`config.mk`:
```
export PLATFORM = sky130hd
export DESIGN_NAME = pia_top
export DESIGN_NICKNAME = d
export VERILOG_FILES = /design/src/logic/pia_pkg.sv /design/src/logic/pia_top.sv /design/src/logic/pia_fifo.sv
export SDC_FILE = /design/constraint.sdc
export NUM_CORES = 1
export LEC_CHECK = 0
export BUFFER_PORTS_ARGS = -buffer_cell sky130_fd_sc_hd__buf_2
export CORE_ASPECT_RATIO = 0.6
export CORE_MARGIN = 2
export CORE_UTILIZATION = 40
export CTS_BUF_LIST = sky130_fd_sc_hd__clkbuf_16
export DETAILED_ROUTE_END_ITERATION = 8
export RECOVER_POWER = 25
export SLEW_MARGIN = 40
export SYNTH_ARGS = -nofsm -noshare
export SYNTH_HDL_FRONTEND = slang
export SYNTH_SLANG_ARGS = --single-unit
```
`constraint.sdc`:
```
create_clock -name hclk -period 4.3 [get_ports hclk]
set_input_delay 0.215 -clock hclk [delete_from_list [all_inputs] [get_ports hclk]]
set_output_delay 0.215 -clock hclk [all_outputs]
set_load 0.05 [all_outputs]
```
`src/logic/pia_pkg.sv`:
```
// Contract
// RQ1 - stride field spaces output line starts
// RQ2 - low five stride bits read as zero
// RQ3 - new stride applies from next frame
// RQ4 - stride read returns latest written value
// RQ5 - odd line spacing is field plus one
// RQ6 - even line spacing is field plus one
// RQ7 - count selects none, 2, 4, 8 average
// RQ8 - software keeps count still during dark subtract
// RQ9 - software makes line width divisible by group
// RQ10 - one mean output per same-colour group
package pia_pkg;
	localparam logic [11:0] PIA_OFF_STRIDE = 12'h000;
	localparam logic [11:0] PIA_OFF_AVE = 12'h004;
	localparam logic [11:0] PIA_OFF_STATUS = 12'h008;
	localparam int PIA_STRIDE_W = 16;
	localparam int PIA_STRIDE_LSB = 5;
	localparam logic [15:0] PIA_STRIDE_RST = 16'h0000;
	localparam logic [5:0] PIA_AVE_RST = 6'h00;
	localparam int PIA_COUNT_LSB = 0;
	localparam int PIA_EVEN_LSB = 2;
	localparam int PIA_ODD_LSB = 4;
	localparam int PIA_FIFO_DEPTH = 32;
	typedef enum logic [1:0] {
		PIA_ST_IDLE = 2'b01,
		PIA_ST_LINE = 2'b10
	} pia_state_t;
endpackage

```
`src/logic/pia_top.sv`:
```
// The implementer's own choices: the register addresses and the AHB-Lite register port.
`timescale 1ns/1ps
`default_nettype none
module pia_top #(
	parameter int PIX_W = 10,
	parameter int DEPTH = pia_pkg::PIA_FIFO_DEPTH
) (
	input wire logic hclk, // bus clock
	input wire logic hresetn, // async reset, low
	input wire logic hsel, // slave select
	input wire logic [31:0] haddr, // byte address
	input wire logic [1:0] htrans, // transfer type
	input wire logic hwrite, // write
	input wire logic [2:0] hsize, // size, word only
	input wire logic [31:0] hwdata, // write data
	input wire logic hready, // bus ready
	output logic [31:0] hrdata, // read data
	output logic hreadyout, // slave ready
	output logic hresp, // always okay
	input wire logic frame_start, // frame start pulse, same clock
	input wire logic line_start, // line start pulse, same clock
	input wire logic line_odd, // current line is odd
	input wire logic pix_valid, // input pixel valid
	input wire logic [PIX_W-1:0] pix_data, // input pixel
	output logic pix_ready, // input accept
	output logic out_valid, // averaged pixel valid
	input wire logic out_ready, // sink accept
	output logic [PIX_W-1:0] out_data, // averaged pixel
	output logic [15:0] active_stride // stride for this frame
);
	////////////////////////////////////////////////////////////////
	// bus slave
	logic [15:0] stride_q, stride_d;
	logic [5:0] ave_q, ave_d;
	logic ph_wr_q, ph_wr_d;
	logic [11:0] ph_addr_q, ph_addr_d;
	logic [31:0] rdata_q, rdata_d;
	logic [15:0] act_stride_q, act_stride_d;
	logic busy_q;
	logic addr_ok;
	always_comb begin
		addr_ok = hsel && hready && htrans[1];
		ph_wr_d = addr_ok && hwrite;
		ph_addr_d = addr_ok ? haddr[11:0] : ph_addr_q;
		stride_d = stride_q;
		ave_d = ave_q;
		if (ph_wr_q && ph_addr_q == pia_pkg::PIA_OFF_STRIDE) begin
			// low bits forced to zero in storage
			stride_d = {hwdata[15:5], 5'h00}; // RQ2
		end
		if (ph_wr_q && ph_addr_q == pia_pkg::PIA_OFF_AVE) begin
			ave_d = hwdata[5:0];
		end
		rdata_d = 32'h0000_0000;
		if (addr_ok && !hwrite) begin
			case (haddr[11:0])
				pia_pkg::PIA_OFF_STRIDE: rdata_d = {16'h0000, stride_d}; // RQ4
				pia_pkg::PIA_OFF_AVE: rdata_d = {26'h0, ave_d};
				pia_pkg::PIA_OFF_STATUS: rdata_d = {15'h0, busy_q, act_stride_q};
				default: rdata_d = 32'h0000_0000;
			endcase
		end
		// shadow taken only at frame start, so a busy frame keeps its stride
		act_stride_d = frame_start ? stride_d : act_stride_q; // RQ3 RQ1
	end
	always_ff @(posedge hclk or negedge hresetn) begin
		if (!hresetn) begin
			stride_q <= pia_pkg::PIA_STRIDE_RST;
			ave_q <= pia_pkg::PIA_AVE_RST;
			ph_wr_q <= 1'b0;
			ph_addr_q <= 12'h000;
			rdata_q <= 32'h0000_0000;
			act_stride_q <= pia_pkg::PIA_STRIDE_RST;
		end else begin
			stride_q <= stride_d;
			ave_q <= ave_d;
			ph_wr_q <= ph_wr_d;
			ph_addr_q <= ph_addr_d;
			rdata_q <= rdata_d;
			act_stride_q <= act_stride_d;
		end
	end
	assign hrdata = rdata_q;
	assign hreadyout = 1'b1;
	assign hresp = 1'b0;
	assign active_stride = act_stride_q;
	////////////////////////////////////////////////////////////////
	// averager: four phase slots, one accumulator per colour phase
	logic [1:0] count_f, even_f, odd_f;
	logic [1:0] spacing;
	logic [3:0] group_n;
	pia_pkg::pia_state_t st_q, st_d;
	logic [1:0] ph_q, ph_d;
	logic [PIX_W+2:0] acc_q [4];
	logic [PIX_W+2:0] acc_d [4];
	logic [3:0] num_q [4];
	logic [3:0] num_d [4];
	logic res_v_q, res_v_d;
	logic [PIX_W-1:0] res_q, res_d;
	logic fifo_in_ready;
	logic take;
	logic [PIX_W+2:0] sum;
	assign count_f = ave_q[pia_pkg::PIA_COUNT_LSB +: 2];
	assign even_f = ave_q[pia_pkg::PIA_EVEN_LSB +: 2];
	assign odd_f = ave_q[pia_pkg::PIA_ODD_LSB +: 2];
	assign spacing = line_odd ? odd_f : even_f; // RQ5 RQ6
	assign group_n = 4'h1 << count_f; // RQ7
	// hold input while a result waits for fifo room
	assign pix_ready = st_q == pia_pkg::PIA_ST_LINE && !(res_v_q && !fifo_in_ready);
	assign take = pix_valid && pix_ready;
	always_comb begin
		st_d = st_q;
		ph_d = ph_q;
		res_v_d = res_v_q && !fifo_in_ready;
		res_d = res_q;
		sum = '0;
		for (int i = 0; i < 4; i++) begin
			acc_d[i] = acc_q[i];
			num_d[i] = num_q[i];
		end
		case (st_q)
			pia_pkg::PIA_ST_IDLE: begin
				if (line_start) begin
					st_d = pia_pkg::PIA_ST_LINE;
				end
			end
			pia_pkg::PIA_ST_LINE: begin
				if (take) begin
					sum = acc_q[ph_q] + {3'h0, pix_data};
					if (num_q[ph_q] + 4'h1 == group_n) begin
						// mean by shift, divisor is a power of two
						res_d = PIX_W'(sum >> count_f); // RQ10
						res_v_d = 1'b1;
						acc_d[ph_q] = '0;
						num_d[ph_q] = 4'h0;
					end else begin
						acc_d[ph_q] = sum;
						num_d[ph_q] = num_q[ph_q] + 4'h1;
					end
					// a line width not divisible by the group leaves partial sums
					ph_d = (ph_q == spacing) ? 2'h0 : ph_q + 2'h1; // RQ9
				end
			end
			default: st_d = pia_pkg::PIA_ST_IDLE;
		endcase
		if (line_start) begin
			ph_d = 2'h0;
			for (int i = 0; i < 4; i++) begin
				acc_d[i] = '0;
				num_d[i] = 4'h0;
			end
		end
	end
	always_ff @(posedge hclk or negedge hresetn) begin
		if (!hresetn) begin
			st_q <= pia_pkg::PIA_ST_IDLE;
			ph_q <= 2'h0;
			res_v_q <= 1'b0;
			res_q <= '0;
			busy_q <= 1'b0;
			for (int i = 0; i < 4; i++) begin
				acc_q[i] <= '0;
				num_q[i] <= 4'h0;
			end
		end else begin
			st_q <= st_d;
			ph_q <= ph_d;
			res_v_q <= res_v_d;
			res_q <= res_d;
			busy_q <= st_d == pia_pkg::PIA_ST_LINE;
			for (int i = 0; i < 4; i++) begin
				acc_q[i] <= acc_d[i];
				num_q[i] <= num_d[i];
			end
		end
	end
	////////////////////////////////////////////////////////////////
	// output buffer
	pia_fifo #(.WIDTH(PIX_W), .DEPTH(DEPTH)) u_fifo (
		.clk(hclk),
		.rst_n(hresetn),
		.in_valid(res_v_q),
		.in_ready(fifo_in_ready),
		.in_data(res_q),
		.out_valid(out_valid),
		.out_ready(out_ready),
		.out_data(out_data)
	);
	////////////////////////////////////////////////////////////////
	// checks
	AST_STRIDE_LOW: assert property (@(posedge hclk) disable iff (!hresetn) // RQ2
		stride_q[4:0] == 5'h00) else $error("stride low bits not zero");
	AST_STRIDE_FRAME: assert property (@(posedge hclk) disable iff (!hresetn) // RQ3
		!frame_start |=> $stable(act_stride_q)) else $error("stride changed mid frame");
	AST_STRIDE_READ: assert property (@(posedge hclk) disable iff (!hresetn) // RQ4
		(hsel && hready && htrans[1] && !hwrite && haddr[11:0] == pia_pkg::PIA_OFF_STRIDE
		&& !ph_wr_q) |=> hrdata[15:0] == stride_q) else $error("stride read wrong");
	AST_STRIDE_WR: assert property (@(posedge hclk) disable iff (!hresetn) // RQ1
		(ph_wr_q && ph_addr_q == pia_pkg::PIA_OFF_STRIDE) |=> stride_q[15:5] == $past(hwdata[15:5]))
		else $error("stride write lost");
	AST_ODD_SPACE: assert property (@(posedge hclk) disable iff (!hresetn) // RQ5
		(take && line_odd && !line_start && ph_q == odd_f) |=> ph_q == 2'h0)
		else $error("odd spacing wrap wrong");
	AST_EVEN_SPACE: assert property (@(posedge hclk) disable iff (!hresetn) // RQ6
		(take && !line_odd && !line_start && ph_q < even_f) |=> ph_q == $past(ph_q) + 2'h1)
		else $error("even spacing step wrong");
	AST_NO_AVG: assert property (@(posedge hclk) disable iff (!hresetn) // RQ7
		(take && count_f == 2'h0) |=> res_v_q && res_q == $past(pix_data))
		else $error("bypass mismatch");
	AST_GROUP_OUT: assert property (@(posedge hclk) disable iff (!hresetn) // RQ10
		(take && !line_start && num_q[ph_q] + 4'h1 != group_n && !(res_v_q && !fifo_in_ready))
		|=> !res_v_q) else $error("result before group full");
endmodule
`default_nettype wire

```
`src/logic/pia_fifo.sv`:
```
`timescale 1ns/1ps
`default_nettype none
module pia_fifo #(
	parameter int WIDTH = 10,
	parameter int DEPTH = 32
) (
	input wire logic clk, // clock
	input wire logic rst_n, // async reset
	input wire logic in_valid, // write request
	output logic in_ready, // not full
	input wire logic [WIDTH-1:0] in_data, // write data
	output logic out_valid, // not empty
	input wire logic out_ready, // read accept
	output logic [WIDTH-1:0] out_data // head word
);
	localparam int AW = $clog2(DEPTH);
	logic [WIDTH-1:0] mem [DEPTH];
	logic [AW-1:0] wp_q, wp_d, rp_q, rp_d;
	logic [AW:0] cnt_q, cnt_d;
	logic wr, rd;
	always_comb begin
		wr = in_valid && in_ready;
		rd = out_valid && out_ready;
		wp_d = wr ? wp_q + 1'b1 : wp_q;
		rp_d = rd ? rp_q + 1'b1 : rp_q;
		cnt_d = cnt_q + {{AW{1'b0}}, wr} - {{AW{1'b0}}, rd};
	end
	assign in_ready = cnt_q != DEPTH[AW:0];
	assign out_valid = cnt_q != '0;
	assign out_data = mem[rp_q];
	always_ff @(posedge clk) begin
		if (wr) begin
			mem[wp_q] <= in_data;
		end
	end
	always_ff @(posedge clk or negedge rst_n) begin
		if (!rst_n) begin
			wp_q <= '0;
			rp_q <= '0;
			cnt_q <= '0;
		end else begin
			wp_q <= wp_d;
			rp_q <= rp_d;
			cnt_q <= cnt_d;
		end
	end
endmodule
`default_nettype wire

```
Yosys cells after proc, flatten, opt, wreduce, memory -nomap -nowiden
Memories as Yosys holds them, arrays and structs flattened.
Cells that the tools add are included.
{"block": "totals", "ramBits": 320, "mem_count": 1, "wordCells": 106, "out_inout_bits": 62, "inputBits": 89, "reg_bits": 183}
{"block": "classes", "eq_ne": 9, "n_shift": 2, "add_sub_neg": 7, "n_reduce_logical": 22, "mux": 36, "magnitude_cmp": 2, "n_bitwise": 5}
{"name": "u_fifo.mem", "words": 32, "width": 10, "read_ports": 1, "rd_clocked_by_memory_dff": 0, "write_ports": 1, "line_no": "pia_fifo.sv:17", "text": "logic [WIDTH-1:0] mem [DEPTH];"}
{"cell": "2-to-1 mux 52 bit", "count": 4}
{"cell": "2-to-1 mux 16 bit", "count": 5}
{"cell": "bitwise AND 52 bit", "count": 1}
{"cell": "bitwise mux 52 bit", "count": 1}
{"cell": "NOT 52 bit", "count": 1}
{"cell": "case mux 17 bit (3 select lines)", "count": 1}
{"cell": "2-to-1 mux 13 bit", "count": 3}
{"cell": "binary-select mux 13 bit (select 2 bit)", "count": 1}
{"cell": "demux 13 bit (select 2 bit)", "count": 1}
{"cell": "equality test 12 x 3 -> 1 bit, second input constant", "count": 2}
{"cell": "zero test 12 bit", "count": 2}
{"cell": "2-to-1 mux 17 bit", "count": 1}
{"cell": "bitwise AND 16 bit", "count": 1}
{"cell": "bitwise mux 16 bit", "count": 1}
{"cell": "NOT 16 bit", "count": 1}
{"cell": "adder 13 x 10 -> 13 bit", "count": 1}
{"cell": "right shift 13 x 2 -> 10 bit", "count": 1}
{"cell": "equality test 12 x 4 -> 1 bit, second input constant", "count": 1}
{"cell": "logical AND 1 bit", "count": 12}
{"cell": "2-to-1 mux 2 bit", "count": 6}
{"cell": "2-to-1 mux 4 bit", "count": 3}
{"cell": "adder 5 x 1 -> 5 bit, second input constant", "count": 2}
{"cell": "binary-select mux 4 bit (select 2 bit)", "count": 1}
{"cell": "demux 4 bit (select 2 bit)", "count": 1}
{"cell": "other kinds (21)", "count": 29}

Longest topological paths before layout
Gate-level depths: netlist (run 1).
{"block": "logic_depth", "ltp_word": 11, "ltp_mapped": 14, "mapped_depth_nobuf": 13}

By module
Synthesis (run 1) repeated with hierarchy kept, for this count alone.
{"block": "hier_totals", "hier_cells": 1282, "area_unflattened_um2": 20777.4}
{"module": "pia_fifo", "cells_per_inst": 658, "seq_area_each_um2": 10009.6, "area_per_inst_um2": 13331.5, "instances": 1}
{"module": "pia_top", "cells_per_inst": 624, "seq_area_each_um2": 3804.9, "area_per_inst_um2": 7445.9, "instances": 1}

Least setup slack after synthesis (run 1)
OpenSTA, ideal clock, no wires.
{"block": "synth_timing", "path_type": "register -> register", "from": "register ph_q[0]", "to": "register res_q[8]", "setup_time_ns": 0.125, "slack_ns": 0.532, "synth_period_minus_slack_ns": 3.768, "required_ns": 4.175, "stages_incl_launch_ff": 12, "n_path_buf": 2, "t_arrival_ns": 3.643, "path_cell_list": "dfrtp_1 buf_6 buf_1 mux4_2 ha_1 or3_1 a221oi_1 nor3_1 o31a_1 xor2_1 mux4_2 mux2_2"}
{"block": "synth_via", "elab_chain_len": 7, "word_cells_on_any_way": 12, "classes_between": "add/sub (2); eq/ne (1); shift (1); mux (6); bitwise (1); reduce/logical (1)"}
{"element": "start, declared", "line_no": "pia_top.sv:93", "text": "logic [1:0] ph_q, ph_d;"}
{"element": "start signal, assigned", "line_no": "pia_top.sv:167", "text": "ph_q <= ph_d;"}
{"element": "NOT 2 -> 3 bit (not written as such) (*)", "line_no": "pia_top.sv:129, pia_top.sv:130"}
{"element": "branches (longest 6 deep; another with adder 13 x 10 -> 13 bit)"}
{"element": "end signal, assigned", "line_no": "pia_top.sv:169", "text": "res_q <= res_d;"}
{"element": "end, declared", "line_no": "pia_top.sv:99", "text": "logic [PIX_W-1:0] res_q, res_d;"}
Every way passes the cells marked *. The select of a mux whose other input is x is not followed.
A chain may end at the register's enable or synchronous reset.

Worst setup path after layout (run 1)
{"block": "layout_timing", "from": "register ph_q[0]", "to": "register res_q[2]"}
The elaborated chain is that of the path after synthesis.

==> results.md, run 1 <==
* DRC violations left at 0
* Min-delay src: pix_valid
* Hold Fails Final Rpt at 0
* Clock buffer depth at 3
* Status: finished with violations
* R2R Path Start: ph_q[0]$_DFFE_PN0P_
* # IOs at roughly 150
* Routed wire length at between 40000 and 50000 um
* Die area at 54000 um2
* FF-to-FF setup slack at 0.65 ns
* Remaining global-route overflow at 0
* Max incr delay on CP at around 0.7 ns
* CTS root buf: clkbuf_16
* First-pass GRT wire length at 74800 um
* Latest clock arrival within the worst-skew pair at between 0.5 and 0.6 ns
* Final worst path period share at 84.8%
* Top-area cell type share of the netlist area at a little under half
* Fraction of layout cells with a size suffix above 1 at 28.7%
* Syn_area_per_cell at 16.3 um2
* P per Cell Area at 585 nW/um2
* Clk network pwr share at between 30% and 40%
* CTS Sinks at ~490
* Gr usage total at 18.4%
* Final slew viol count at roughly 140
* Max frequency at ~270 MHz
* CP arrival at 4.09 ns
* DP HPWL at 30900 um
* CTS tree: done
* Seq/Total Area, Yosys at between 60% and 70%
* Cell count of the worst hold path at 4
* Worst EP required at between 4 and 5 ns
* Post-DR wirelength/cell at 22.8 um
* CP Class: reg -> reg
* Hold EP: res_q[7]$_DFFE_PN0P_
* RSZ-0062 raised after global routing: false
* Antenna violations before repair at 0
* Worst-Margin Slew at around 2 ns
* Placer Congestion at between 0.7 and 0.8
* Switching power share of the total at a little under a third
* Most used DFF post-synth: edfxtp_1
* TNS Setup at 0 ns
* H-tree Lvls at 2
* Die X at 299 um
* Lkg Pwr at approximately 0.0089 uW
* Clock transition at path regs at about 0.07 ns
* Post-Syn Area at 20800 um2
* Endpoints failing setup at 0
* Async SR Flop Fraction at about a third
* Count leader, synth: edfxtp_1
* Max-slew headroom at -31.0%
* CP endpoint kind: flip-flop
* P_sw at 4480 uW
* Cell taking the most area after synthesis: edfxtp_1
* Cell count after synthesis at ~1300
* Final Util at between 40% and 50%
* Routed Antenna Nets at 0
* Gate power share at roughly a quarter
* R2r endpoint: res_q[2]$_DFFE_PN0P_
* TritonRoute pass-1 iters at 5
* Maximum vdd drop at between 0.0005 and 0.0006 V
* Cts hold-fix bufs at 30
* Starting Density at between 40% and 50%
* Initial drt markers at roughly 1100
* R2r worst-path depth at 9
* Post-synth top cells: 320 x edfxtp_1, 167 x dfrtp_1, 117 x mux4_2
* Yosys warns at 0
* Yosys cell types at slightly below 60
* Row count at 64
* CP Launch Type: flip-flop
* Vias in the first global route at 11900
* Clock Skews at ~0.017 ns
* HP Class: in -> reg
* Post-synth EDFFs at 320
* CP max-delay cell: mux4_1
* CP cell instances: buf_12, mux4_1, ha_1, nor2b_1, nor3b_1, or3_4, o31a_1, nand2_1, mux2_2
* PostCTS Resize Cnt at 0
* Worst Path Max Fanout at 20
* Internal power at 9640 uW
* Port bufs at 93
* Layout Area Growth over Synthesis at 15.8%
* Largest net degree at the start of global routing at 97
* Core footprint at just over 50000 um2
* Flop pwr share at about 45%
* Post-CTS Setup Bufs at 0
* Synth area leaders: edfxtp_1 46%, dfrtp_1 20%, mux4_2 13%, mux2_2 3.5%, ha_1 1.9%
* Final nets at about 1600
* Total of max-cap violations at 3
* Failing checks: capacitance limit, slew limit
* Fin crit period at ~3.6 ns
* Via count at 11800
* Number of buffers created by CTS at 46
* Drt via density at 5.48
* Die height at 181 um
* #FFs+latches synth at approximately 490
-- layout make-up --
| cell class | count | area [um2] |
|---|---|---|
| Sequential cell | 488 | 13800 |
| Tap cell | 693 | 867 |
| Clock buffer | 46 | 1150 |
| Multi-Input combinational cell | 696 | 6560 |
| Antenna cell | 1 | 2.50 |
| Clock inverter | 40 | 412 |
| Fill cell | 4384 | 27000 |
| Timing Repair Buffer | 176 | 1230 |
| Inverter | 21 | 78.8 |
-- sequential cells by signal, summed over array words and instances (netlist names) --
register and flops:
acc_q 52, active_stride 16, ave_q 6, busy_q 1, hrdata 17, num_q 16, ph_addr_q 12, ph_q 2
ph_wr_q 1, res_q 10, res_v_q 1, st_q 2, stride_q 16, u_fifo.cnt_q 6, u_fifo.mem 320, u_fifo.rp_q 5
u_fifo.wp_q 5
-- layout by cell type, fill, tap and decap left out, types with 11 or more instances in the layout --
cell,instances
a22oi_1,13
inv_1,26
buf_2,92
clkbuf_16,46
xnor2_1,16
dlygate4sd3_1,30
buf_4,44
edfxtp_1,320
a21oi_1,73
dfrtp_1,159
and2_1,11
conb_1,17
nand3_1,67
mux4_2,117
nand2_1,90
ha_1,31
mux2_2,65
nor2_1,61
-- cells by family after synthesis --
| group | count (synthesis) | share of synthesized area, % |
|---|---|---|
| mux | 194 | 17.1 |
| other cells | 2 | 0.0361 |
| flops | 488 | 66.3 |
| fa+ha+maj | 33 | 2.05 |
| xor+xnor | 27 | 1.14 |
| compound gates | 140 | 4.21 |
| simple gates | 285 | 6.48 |
| buf+inv | 111 | 2.63 |
-- metal layers --
metal  up-vias  GRT usage [%]  wire length [um]
met5         -              0                 0
met4         0           3.80               734
met3        50           3.39              3150
li1       5202              -                 -
met1      6229           30.0             24500
met2       353           25.4             20900
-- critical path: cells and delay by family, from the launching register on --
kind	cells	cell delay, ns
mux	2	1.07
buf+inv	1	0.20
compound gates	1	0.31
flops	1	0.37
simple gates	4	1.05
fa+ha+maj	1	0.51
-- worst max-delay path by stage --
stage	depth (start not counted)	start	endpoint	slack, ns
floorplan	11	ph_q[0]$_DFFE_PN0P_	res_q[8]$_DFFE_PN0P_	0.53
global placement	9	ph_q[0]$_DFFE_PN0P_	res_q[6]$_DFFE_PN0P_	0.76
detailed placement	9	ph_q[0]$_DFFE_PN0P_	res_q[6]$_DFFE_PN0P_	0.67
CTS	5	u_fifo.rp_q[0]$_DFFE_PN0P_	out_data[1]	0.63
global route	3	hresetn	u_fifo.rp_q[1]$_DFFE_PN0P_	0.31
finish	9	ph_q[0]$_DFFE_PN0P_	res_q[2]$_DFFE_PN0P_	0.65
-- metrics by stage --
stage / power, uW / setup WS [ns] / cell area, um2 / std cells / hold WS [ns]
6_report: 14100 / 0.652 / 24100 / 2161 / 0.102
5_1_grt: 14700 / 0.314 / 24100 / 2160 / 0.122
4_1_cts: 14300 / 0.633 / 24100 / 2159 / 0.0754
3_5_place_dp: 10000 / 0.667 / 22300 / 2043 / 0.307
3_3_place_gp: 9910 / 0.761 / 22200 / 2043 / 0.386
2_1_floorplan: 8670 / 0.532 / 20900 / 1295 / -0.0806
-- power groups by stage --
| stage | sequential (uW) | combinational, uW | clock (uW) |
|---|---|---|---|
| after floorplan | 6010 | 2650 | 0 |
| after global placement | 6430 | 3480 | 0 |
| after detailed placement | 6470 | 3530 | 0 |
| after CTS | 6370 | 3580 | 4320 |
| after global routing | 6440 | 3750 | 4530 |
| final | 6350 | 3530 | 4230 |
Power figures use the tool's default switching activity.
==> run 2, diff against run 1 <==
Settings changed: ABC_AREA set to 1.
Clock period 4.3 ns to 3.6 ns, I/O delays scaled along.
==> results.md, run 2 <==
* Status: finished with violations
* Failing checks: capacitance limit, slew limit
* Core footprint at between 50000 and 60000 um2
* Latest clock arrival within the worst-skew pair at 0.58 ns
* Seq/Total Area, Yosys at 60.3%
* Final slew viol count at 156
* P per Cell Area at 822 nW/um2
* GRT met3 Usage at under 10%
* Post-Synth Simple-Gate Area at between 20% and 30%
* Die height at 189 um
* Routed Antenna Nets at 0
* Placer Congestion at slightly above 0.9
* R2r worst-path depth at 18
* TNS Setup at 0 ns
* DP HPWL at between 40000 and 50000 um
* Top-area cell type share of the netlist area at between 40% and 50%
* R2R Path Start: ph_q[0]$_DFFE_PN0P_
* Cell taking the most area after synthesis: edfxtp_1
* Post-DR wirelength/cell at between 15 and 20 um
* Final worst path period share at between 90% and 100%
* Antenna violations before repair at 0
* CTS Sinks at 488
* Clock buffer depth at 3
* TritonRoute pass-1 iters at 6
* CP endpoint kind: output pin
* CP endpoint: out_data[0]
* Compound-cell area share of the yosys netlist at a little under a tenth
* Number of buffers created by CTS at 48
* Die X at approximately 310 um
* CP cell instances: inv_4, buf_4, o21ai_0, o22ai_1, nand2_1, nand3_1, o21ai_0, inv_1, buf_2
* Post-Syn Area at between 20000 and 25000 um2
* Yosys cell types at between 40 and 50
* Clock Skews at about 0.017 ns
* Row count at 67
* Max frequency at ~300 MHz
* Worst Path Max Fanout at 52
* CTS tree: done
* CP Launch Type: flip-flop
* Via count at ~18000
* Largest family of logic cells by synthesized area: simple AND/OR/NAND/NOR gates
* Maximum vdd drop at around 0.00048 V
* #FFs+latches synth at 488
* Cell count after synthesis at between 2000 and 2500
* Post-synth EDFFs at 320
* Gr usage total at about 22%
* Layout Area Growth over Synthesis at 14.5%
* Clock transition at path regs at 0.07 ns
* DRC violations left at 0
* # IOs at approximately 150
* Most used DFF post-synth: edfxtp_1
* Count leader, synth: nand2_1
* Adder and majority gate portion of the synthesized area at 1.87%
* Setup slack after layout at ~0.24 ns
* Fill cells at about 5200
* Remaining global-route overflow at 0
* HP Class: in -> reg
* CTS root buf: clkbuf_16
* CP max-delay cell: dfrtp_4
* Yosys warns at 0
* Post-synth top cells: 576 x nand2_1, 474 x nor2_1, 320 x edfxtp_1
* Die area at about 59000 um2
* Mux share of post-synthesis cell area at 0.639%
* Worst-Margin Slew at roughly 2.5 ns
* Tot Pwr at between 20000 and 25000 uW
* Routed wire length at approximately 66000 um
* CP arrival at 3.18 ns
* CP Class: reg -> out
* Largest register FFs at 320
* Gr busiest metal: met1
* Fin crit period at approximately 3.4 ns
* Initial drt markers at 2001
* R2r endpoint: num_q[5]$_DFFE_PN0P_
* Final nets at between 2000 and 3000
* Pre-CTS worst setup slack at between 0.2 and 0.3 ns
* Crit path launch: u_fifo.rp_q[0]$_DFFE_PN0P_
* Top cell by count, worst path: o21ai_0
* FF-to-FF setup slack at around 0.31 ns
* Max incr delay on CP at ~0.5 ns
* Fraction of layout cells with a size suffix above 1 at ~11%
* Vias in the first global route at ~17000
* Commonest non-fill, non-tap cell in the layout: nand2_1
* H-tree Lvls at 2
* Total of max-cap violations at 3
* Hold Fails Final Rpt at 0
* Biggest register: u_fifo.mem
* First-pass GRT wire length at 102000 um
* Endpoints failing setup at 0
* Lkg Pwr at about 0.011 uW
* Worst EP required at around 3.4 ns
* Async SR Flop Fraction at 34.4%
* Synth area leaders: edfxtp_1 42%, dfrtp_1 18%, nand2_1 9.4%, nor2_1 7.8%, o21ai_0 5.1%
* Final hold slack at slightly below 0.08 ns
* Syn_area_per_cell at between 9 and 10 um2
* Met1 usage at between 30% and 40%
* Port bufs at 93
* Largest net degree at the start of global routing at 163
* Met2 GRT Util at 30.8%
* Drt via density at about 5.3
* Commonest non-fill, non-tap cells in the layout: 576 x nand2_1, 474 x nor2_1, 320 x edfxtp_1
* Starting Density at slightly above 40%
* Max-slew headroom at -63.6%
* Synth Area in XOR/XNOR at less than 1%
* RSZ-0062 raised after global routing: false
## run 2: layout make-up
| cell class | count | area, um2 | share of cell area (%) |
|---|---|---|---|
| Clock inverter | 38 | 317 | 1.21 |
| Timing Repair Buffer | 204 | 1450 | 5.53 |
| Multi-Input combinational cell | 1698 | 7950 | 30.3 |
| Clock buffer | 51 | 1280 | 4.86 |
| Inverter | 122 | 467 | 1.78 |
| Tap cell | 759 | 950 | 3.62 |
| Antenna cell | 1 | 2.50 | 0.00954 |
| Sequential cell | 488 | 13800 | 52.7 |
## run 2: critical path: cells and delay by family, from the launching register on
family	cells	cell delay, ns
AO/OA/AOI/OAI	3	0.61
buffers and inverters	4	1.28
flip-flops	1	0.50
AND/OR/NAND/NOR	2	0.18
## run 2: metrics by stage
step                area [um2]  instances  util, %
floorplan                23000       2464        -
global placement         24300       3239     43.2
detailed placement       24300       3239     43.3
CTS                      26300       3360     46.7
global route             26200       3360     46.6
finish                   26200       3361     46.6
## run 2: cell families after synthesis
family,after synthesis
buffers and inverters,278
DFF,488
other,2
xor gates and xnor gates,23
and+or+nand+nor,1226
muxes,13
adders and majority gates,33
AOI/OAI and AO/OA,386
## run 2: routing by layer
| layer | up-vias | part of all wire (%) |
|---|---|---|
| met2 | 775 | 41 |
| met5 | - | 0 |
| met3 | 80 | 10 |
| li1 | 8438 | - |
| met1 | 8605 | 47 |
| met4 | 0 | 1.5 |
## run 2: worst min-delay path by stage
stage | startpoint | to | slack (ns) | cells after the start
floorplan | hresetn | acc_q[0]$_DFFE_PN0P_ | -0.12 | 0
finish | frame_start | active_stride[2]$_DFFE_PN0P_ | 0.08 | 3
global route | frame_start | active_stride[3]$_DFFE_PN0P_ | 0.09 | 3
global placement | hresetn | ph_addr_q[8]$_DFFE_PN0P_ | 0.31 | 1
CTS | frame_start | active_stride[2]$_DFFE_PN0P_ | 0.06 | 3
detailed placement | hresetn | ph_addr_q[8]$_DFFE_PN0P_ | 0.24 | 1
## run 2: what timing repair did
action,in CTS,in global routing
hold buffers,32,0
endpoints found under the setup margin,0,68
resized for setup,0,3
endpoints found under the hold margin,125,0
setup buffers,0,0
## run 2: power by group
part / internal, uW / switching (uW) / leakage, uW
sequential: 6820 / 769 / 0.00511
clock: 2870 / 2240 / 0.000804
combinational: 2500 / 6350 / 0.00489
